### src/ssaw_pkg.sv
/*
 * ssaw_pkg: widths, reset values and enumerations shared by the
 * synchronous sram address capture and write control front end.
 * assumes a single rising-edge clock domain for every user.
 */
`default_nettype none

package ssaw_pkg;

	localparam int ADDR_W    = 17;      // 128K word locations
	localparam int CNT_W     = 2;       // burst counter width
	localparam int HIGH_W    = ADDR_W - CNT_W;
	localparam int LANES     = 4;       // byte lanes a to d
	localparam int LANE_W    = 8;
	localparam int DATA_W    = LANES * LANE_W;
	localparam int WORD_LOCS = 131072;  // 128K

	typedef logic [ADDR_W-1:0] ssaw_addr_t;
	typedef logic [HIGH_W-1:0] ssaw_high_t;
	typedef logic [CNT_W-1:0]  ssaw_cnt_t;
	typedef logic [LANES-1:0]  ssaw_lane_t;
	typedef logic [DATA_W-1:0] ssaw_data_t;

	localparam ssaw_high_t HIGH_RST  = 15'h0000;
	localparam ssaw_cnt_t  CNT_RST   = 2'h0;
	localparam ssaw_cnt_t  CNT_STEP  = 2'h1;
	localparam ssaw_lane_t ALL_LANES = 4'hf;
	localparam ssaw_lane_t NO_LANES  = 4'h0;
	localparam ssaw_data_t DATA_RST  = 32'h0000_0000;

	// which strobe, if any, is recognised on an edge
	typedef enum logic [1:0] {
		LD_NONE,
		LD_PROC,
		LD_CTRL,
		LD_DESEL
	} ssaw_load_e;

endpackage : ssaw_pkg

`default_nettype wire

### src/ssaw_burst_ctr.sv
/*
 * ssaw_burst_ctr: two-bit burst counter supplying the low word address.
 * assumes load and advance come from logic on the same clock; load wins.
 */
`timescale 1ns/100ps
`default_nettype none

module ssaw_burst_ctr
	import ssaw_pkg::*;
(
	input  wire logic             mclk,     // core clock
	input  wire logic             sys_rst,  // synchronous reset
	input  wire logic             load,     // take loadVal this edge
	input  wire ssaw_pkg::ssaw_cnt_t loadVal,  // low address bits
	input  wire logic             advance,  // step by one
	output var ssaw_pkg::ssaw_cnt_t count    // current low address
);
	import ssaw_pkg::*;

	ssaw_cnt_t count_ff;
	ssaw_cnt_t nxt_count;

	always_comb
	begin
		nxt_count = count_ff;
		if (load)
			nxt_count = loadVal;
		else if (advance)
			nxt_count = count_ff + CNT_STEP;
	end

	always_ff @(posedge mclk)
	begin
		if (sys_rst)
			count_ff <= CNT_RST;
		else
			count_ff <= nxt_count;
	end

	assign count = count_ff;

endmodule : ssaw_burst_ctr

`default_nettype wire

### src/ssaw_front_end.sv
/*
 * ssaw_front_end: address capture and byte-lane write control of a
 * synchronous pipelined burst sram, 128K words of four byte lanes.
 * assumes every pin input is driven by logic on mclk and meets setup
 * to the rising edge, so no synchroniser is placed on them.
 */
// Function
// - captured word address selects one of 128K
// - capture address on strobe with chips selected
// - load low two bits into burst counter
// - byte selects honoured only with qualifier low
// - qualifier low with global write high writes only lanes selected low
// - global write low writes every lane
// - processor strobe wins over controller strobe while select one is low
// - selects 1,3 low, 2 high, load only
// - advance low steps burst counter
// - write data and parity registered each edge
`timescale 1ns/100ps
`default_nettype none

module ssaw_front_end
	import ssaw_pkg::*;
(
	input  wire logic                mclk,                      // core clock, 250 MHz
	input  wire logic                sys_rst,                   // synchronous reset, high
	input  wire ssaw_pkg::ssaw_addr_t addrIn,                   // word address pins
	input  wire logic                processor_addr_strobe_n,   // processor strobe
	input  wire logic                controller_addr_strobe_n,  // controller strobe
	input  wire logic                chip_select_first_n,       // chip select one
	input  wire logic                chip_select_second,        // chip select two
	input  wire logic                chip_select_third_n,       // chip select three
	input  wire logic                burst_advance_n,           // burst step request
	input  wire ssaw_pkg::ssaw_lane_t byte_lane_write_select_n, // lane selects a..d
	input  wire logic                byte_write_qualifier_n,    // byte write enable
	input  wire logic                all_lanes_write_n,         // global write
	input  wire ssaw_pkg::ssaw_data_t dataIn,                   // data pins, input side
	input  wire ssaw_pkg::ssaw_lane_t lane_parity_in,           // parity pins, input side
	output var ssaw_pkg::ssaw_addr_t  wordAddr,                  // access word address
	output logic                     accessSelected,            // device selected
	output var ssaw_pkg::ssaw_lane_t  laneWriteEn,               // per-lane write strobe
	output var ssaw_pkg::ssaw_data_t  writeData,                 // registered write data
	output var ssaw_pkg::ssaw_lane_t  writeParity                // registered lane parity
);
	import ssaw_pkg::*;

	ssaw_load_e loadSrc;
	logic       chipsActive;
	logic       doLoad;
	logic       doAdvance;
	ssaw_cnt_t  burstCount;

	ssaw_high_t addrHigh_ff;
	ssaw_high_t nxt_addrHigh;
	logic       selected_ff;
	logic       nxt_selected;
	ssaw_lane_t laneWe_ff;
	ssaw_lane_t nxt_laneWe;
	ssaw_data_t wData_ff;
	ssaw_data_t nxt_wData;
	ssaw_lane_t wPar_ff;
	ssaw_lane_t nxt_wPar;

	// chip selects matter only on an edge with a recognised address strobe
	assign chipsActive = !chip_select_first_n && chip_select_second && !chip_select_third_n;

	// processor strobe is dropped when select one is high, letting the
	// controller strobe through; otherwise it shadows the controller
	always_comb
	begin
		if (!processor_addr_strobe_n && !chip_select_first_n)
			loadSrc = chipsActive ? LD_PROC : LD_DESEL;
		else if (!controller_addr_strobe_n)
			loadSrc = chipsActive ? LD_CTRL : LD_DESEL;
		else
			loadSrc = LD_NONE;
	end

	assign doLoad    = (loadSrc == LD_PROC) || (loadSrc == LD_CTRL);
	// a burst only steps while selected and no new address is offered
	assign doAdvance = (loadSrc == LD_NONE) && selected_ff && !burst_advance_n;

	ssaw_burst_ctr u_burst_ctr
	(
		.mclk    (mclk),
		.sys_rst (sys_rst),
		.load    (doLoad),
		.loadVal (addrIn[CNT_W-1:0]),
		.advance (doAdvance),
		.count   (burstCount)
	);

	always_comb
	begin
		nxt_addrHigh = addrHigh_ff;
		nxt_selected = selected_ff;
		unique case (loadSrc)
			LD_PROC, LD_CTRL:
			begin
				nxt_addrHigh = addrIn[ADDR_W-1:CNT_W];
				nxt_selected = 1'b1;
			end
			LD_DESEL:
				nxt_selected = 1'b0;
			LD_NONE:
				nxt_selected = selected_ff;
		endcase
	end

	// writes take effect on the address in force after this edge; a
	// deselected device never writes, whatever the write pins say
	always_comb
	begin
		nxt_laneWe = NO_LANES;
		if (nxt_selected)
		begin
			if (!all_lanes_write_n)
				nxt_laneWe = ALL_LANES;
			else if (!byte_write_qualifier_n)
				nxt_laneWe = ~byte_lane_write_select_n;
		end
	end

	always_comb
	begin
		nxt_wData = dataIn;
		nxt_wPar  = lane_parity_in;
	end

	always_ff @(posedge mclk)
	begin
		if (sys_rst)
		begin
			addrHigh_ff <= HIGH_RST;
			selected_ff <= 1'b0;
			laneWe_ff   <= NO_LANES;
			wData_ff    <= DATA_RST;
			wPar_ff     <= NO_LANES;
		end
		else
		begin
			addrHigh_ff <= nxt_addrHigh;
			selected_ff <= nxt_selected;
			laneWe_ff   <= nxt_laneWe;
			wData_ff    <= nxt_wData;
			wPar_ff     <= nxt_wPar;
		end
	end

	// 17 bits reach exactly the 128K words, no wider decode is needed
	assign wordAddr       = {addrHigh_ff, burstCount};
	assign accessSelected = selected_ff;
	assign laneWriteEn    = laneWe_ff;
	assign writeData      = wData_ff;
	assign writeParity    = wPar_ff;

	property p_procCapture;
		@(posedge mclk) disable iff (sys_rst)
		(!processor_addr_strobe_n && chipsActive)
		|=> (wordAddr == $past(addrIn)) && accessSelected;
	endproperty
	a_procCapture: assert property (p_procCapture)
		else $error("processor strobe did not capture address");

	property p_ctrlCapture;
		@(posedge mclk) disable iff (sys_rst)
		(processor_addr_strobe_n && !controller_addr_strobe_n && chipsActive)
		|=> (wordAddr == $past(addrIn)) && accessSelected;
	endproperty
	a_ctrlCapture: assert property (p_ctrlCapture)
		else $error("controller strobe did not capture address");

	property p_procWins;
		@(posedge mclk) disable iff (sys_rst)
		(!processor_addr_strobe_n && !controller_addr_strobe_n && !chip_select_first_n)
		|-> (loadSrc != LD_CTRL) ##1 (accessSelected == $past(chipsActive));
	endproperty
	a_procWins: assert property (p_procWins)
		else $error("controller strobe acted beside processor strobe");

	property p_noStrobeHold;
		@(posedge mclk) disable iff (sys_rst)
		(processor_addr_strobe_n && controller_addr_strobe_n)
		|=> $stable(addrHigh_ff) && $stable(accessSelected);
	endproperty
	a_noStrobeHold: assert property (p_noStrobeHold)
		else $error("address or select moved without a strobe");

	property p_advance;
		@(posedge mclk) disable iff (sys_rst)
		(processor_addr_strobe_n && controller_addr_strobe_n && accessSelected && !burst_advance_n)
		|=> (wordAddr[CNT_W-1:0] == $past(wordAddr[CNT_W-1:0]) + CNT_STEP)
			&& (wordAddr[ADDR_W-1:CNT_W] == $past(wordAddr[ADDR_W-1:CNT_W]));
	endproperty
	a_advance: assert property (p_advance)
		else $error("burst counter did not step");

	property p_globalWrite;
		@(posedge mclk) disable iff (sys_rst)
		!all_lanes_write_n |=> laneWriteEn == (accessSelected ? ALL_LANES : NO_LANES);
	endproperty
	a_globalWrite: assert property (p_globalWrite)
		else $error("global write missed a lane");

	property p_byteWrite;
		@(posedge mclk) disable iff (sys_rst)
		(all_lanes_write_n && !byte_write_qualifier_n)
		|=> laneWriteEn == (accessSelected ? ~$past(byte_lane_write_select_n) : NO_LANES);
	endproperty
	a_byteWrite: assert property (p_byteWrite)
		else $error("byte write lanes wrong");

	property p_readNoWrite;
		@(posedge mclk) disable iff (sys_rst)
		(all_lanes_write_n && byte_write_qualifier_n) |=> laneWriteEn == NO_LANES;
	endproperty
	a_readNoWrite: assert property (p_readNoWrite)
		else $error("lane written on a read cycle");

	property p_dataCapture;
		@(posedge mclk) disable iff (sys_rst)
		1'b1 |=> (writeData == $past(dataIn)) && (writeParity == $past(lane_parity_in));
	endproperty
	a_dataCapture: assert property (p_dataCapture)
		else $error("write data not registered");

	property p_addrRange;
		@(posedge mclk) disable iff (sys_rst)
		(processor_addr_strobe_n && controller_addr_strobe_n && (burst_advance_n || !accessSelected))
		|=> $stable(wordAddr) && (32'(wordAddr) < WORD_LOCS);
	endproperty
	a_addrRange: assert property (p_addrRange)
		else $error("word address moved while idle");

endmodule : ssaw_front_end

`default_nettype wire

### config.mk
export PLATFORM = sky130hd
export DESIGN_NAME = ssaw_front_end
export DESIGN_NICKNAME = d
export VERILOG_FILES = /design/src/ssaw_pkg.sv /design/src/ssaw_burst_ctr.sv /design/src/ssaw_front_end.sv
export SDC_FILE = /design/constraint.sdc
export NUM_CORES = 1
export LEC_CHECK = 0
export ABC_AREA = 0
export BUFFER_PORTS_ARGS = -buffer_cell sky130_fd_sc_hd__buf_2
export CAP_MARGIN = 30
export CORE_UTILIZATION = 40
export DETAILED_ROUTE_END_ITERATION = 10
export PLACE_DENSITY = 0.79
export SYNTH_ARGS = -nofsm -noshare
export SYNTH_HDL_FRONTEND = slang
export SYNTH_HIERARCHICAL = 1
export SYNTH_SLANG_ARGS = --single-unit
export TNS_END_PERCENT = 50
### constraint.sdc
create_clock -name mclk -period 2.3 [get_ports mclk]
set_input_delay 0.345 -clock mclk [delete_from_list [all_inputs] [get_ports mclk]]
set_output_delay 0.345 -clock mclk [all_outputs]
set_load 0.005 [all_outputs]
==> impl_metrics.json <==
{
  "initial_core_util": 0.419,
  "cap_viol_max_count": 0,
  "via_count": 1505,
  "cts_tree": "yes",
  "slew_violations": 0,
  "max_freq_mhz": 633,
  "cts_buffers": 9,
  "period_share": 0.687,
  "rows": 24,
  "track_usage": 0.157,
  "slowest_delay_ps": 460,
  "first_pass_iters": 4,
  "antenna_found_initial": 0,
  "avgRoutedWirePerCell_um": 10.6,
  "crit_path_end_kind": "register",
  "min_path_type": "in -> reg",
  "holdBufCountCts": 0,
  "hold_violations": 0,
  "ir_worst_vdd_mv": 0.565,
  "cts.clk_slew.worst_paths_ps": 60,
  "root_buffer": "clkbuf_8",
  "die_x_um": 69.5,
  "synth_nets": 226,
  "p_per_area_nw_per_um2": 849,
  "ios": 125,
  "nets": 355,
  "die_y_um": 69.5,
  "arrival_ps": 1780,
  "layout_setup_ws_ps": 719,
  "regArea_um2": 1160,
  "yosysWarnings": 6,
  "slowest_stage": "o41a_2",
  "core_um2": 4350,
  "cts-resized-gates": 0,
  "htree_levels": 3,
  "place_congestion": 0.690,
  "tightest_slew_ps": 571,
  "cp_max_fo": 16,
  "wl_um": 3630,
  "ys_seq_elements": 58,
  "relSlewSlack": 0.619,
  "dp_cells": 328,
  "multiInputGateArea_um2": 606,
  "portBuffers": 124,
  "drive_gt1_frac": 0.486,
  "rsz0062_at_grt": "no",
  "outcome": "finished, final reports clean",
  "area_growth_pct": 48.3,
  "grt_pass1_wl_um": 6020,
  "tns_ps": 0,
  "nFillCells": 372,
  "fin_worst_skew_ps": 0.768,
  "p_leak_nw": 1.41,
  "final-instance-count-excl-fill": 344,
  "drc_errors": 0,
  "synth_cell_types": 20,
  "syn-cell-area_um2": 1820,
  "start_kind": "primary input",
  "dr.first_iter.drc_count": 50,
  "cp.required_ps": 2500,
  "clock_latency_ps": 300,
  "min_period_ps": 1580,
  "cts_setup_buffers": 0,
  "crit_type": "in -> reg",
  "synthCells": 158,
  "synth_area_per_cell_um2": 11.5,
  "power_w": 0.00230,
  "dp_hpwl_um": 2730,
  "setup_viol": 0,
  "die_area_um2": 4830,
  "grt_start_max_net_pins": 33,
  "grt_pass1_vias": 1436,
  "diodes": 0,
  "ant_nets": 0,
  "clk_path_buf_depth": 2,
  "clkSinkCount": 58,
  "routed_via_density": 4.38,
  "grt-ovfl-total": 0,
  "post-place-ws_ps": 400,
  "seq_area_frac_synth": 0.636,
  "crit_path_cell_trace": "buf_2 -> o41a_2 -> ha_1 -> buf_12 -> mux2i_1 -> nor2_1"
}
==> state kept, by name, summed over array words and instances (netlist names) <==
| name | count |
|---|---|
| laneWriteEn | 4 |
| writeData | 32 |
| writeParity | 4 |
| addrHigh_ff | 15 |
| u_burst_ctr/count | 2 |
| accessSelected | 1 |
==> layer usage <==
layer	share of wire	track usage	up-vias
li1	-	-	766
met1	0.43	0.171	663
met2	0.49	0.273	72
met3	0.075	0.0552	4
met4	0.0080	0.0680	0
met5	0	0	-
==> layout make-up <==
class | instances | share of cell area
inverters | 4 | 0.00555
clock buffers | 14 | 0.0601
well taps | 52 | 0.0241
multi-input cells | 88 | 0.224
repair buffers | 126 | 0.244
flip-flops and latches | 58 | 0.429
clock inverters | 2 | 0.0130
==> metrics by stage <==
stage,hold WS (ps),cell area (um2),util
after CTS,222,2710,0.621
after global routing,230,2710,0.621
after floorplan,418,1820,-
final,235,2710,0.621
after global placement,468,2510,0.576
after detailed placement,472,2510,0.576
==> report_power, final <==
group | leakage (nW) | switching [W] | internal [W]
clock | 0.101 | 0.000350 | 0.000560
sequential | 0.482 | 0.0000250 | 0.00108
combinational | 0.829 | 0.000122 | 0.000164
total | 1.41 | 0.000498 | 0.00180
==> cells in the final DEF (no fill, tap or decap) <==
master	instances
clkbuf_8	11
inv_1	4
ha_1	1
xnor2_1	1
a2111oi_2	1
and2b_1	2
clkinv_2	1
nor2_1	16
buf_2	124
nor3b_1	1
clkbuf_1	3
and4b_1	1
o22ai_1	1
o21ai_2	1
buf_12	2
nor3_1	5
mux2i_1	16
o21a_1	4
a211oi_1	2
o41a_2	1
dfxtp_1	58
bufinv_16	1
nor2b_1	35
==> logic make-up (layout without fill, tap and decap cells) <==
family | Yosys count | after routing | synth area share
adders and majority gates | 1 | 1 | 0.00686
and+or+nand+nor | 60 | 60 | 0.184
xor gates and xnor gates | 1 | 1 | 0.00480
DFF | 58 | 58 | 0.636
AOI/OAI and AO/OA | 10 | 10 | 0.0480
buffers and inverters | 12 | 146 | 0.0315
muxes | 16 | 16 | 0.0878
==> cells in the mapped netlist <==
master	instances	area, um2
a2111oi_2	1	15.0
a211oi_1	2	15.0
and2b_1	2	15.0
and4b_1	1	10.0
buf_2	1	5.00
buf_4	3	22.5
clkbuf_1	4	15.0
dfxtp_1	58	1160
ha_1	1	12.5
inv_1	4	15.0
mux2i_1	16	160
nor2_1	16	60.1
nor2b_1	35	219
nor3_1	5	25.0
nor3b_1	1	7.51
o21a_1	4	30.0
o21ai_2	1	8.76
o22ai_1	1	6.26
o41a_2	1	12.5
xnor2_1	1	8.76
==> worst paths after layout <==
kind                                startpoint                                 to  cells past startpoint  slack (ps)
setup / recovery           chip_select_first_n       addrHigh_ff[10]$_SDFFE_PP0P_                      6         720
hold reg to reg   addrHigh_ff[14]$_SDFFE_PP0P_       addrHigh_ff[14]$_SDFFE_PP0P_                      2         480
hold / removal                       dataIn[4]            writeData[4]$_SDFF_PP0_                      2         230
setup reg to reg     accessSelected$_SDFF_PP0_  u_burst_ctr/count[1]$_SDFFE_PP0P_                      3        1090
==> worst max-delay path: cells and delay by family <==
family / cells / cell delay (ps)
buf+inv: 2 / 330
compound gates: 1 / 460
fa+ha+maj: 1 / 390
mux: 1 / 210
simple gates: 1 / 50
Power figures use the tool's default switching activity.
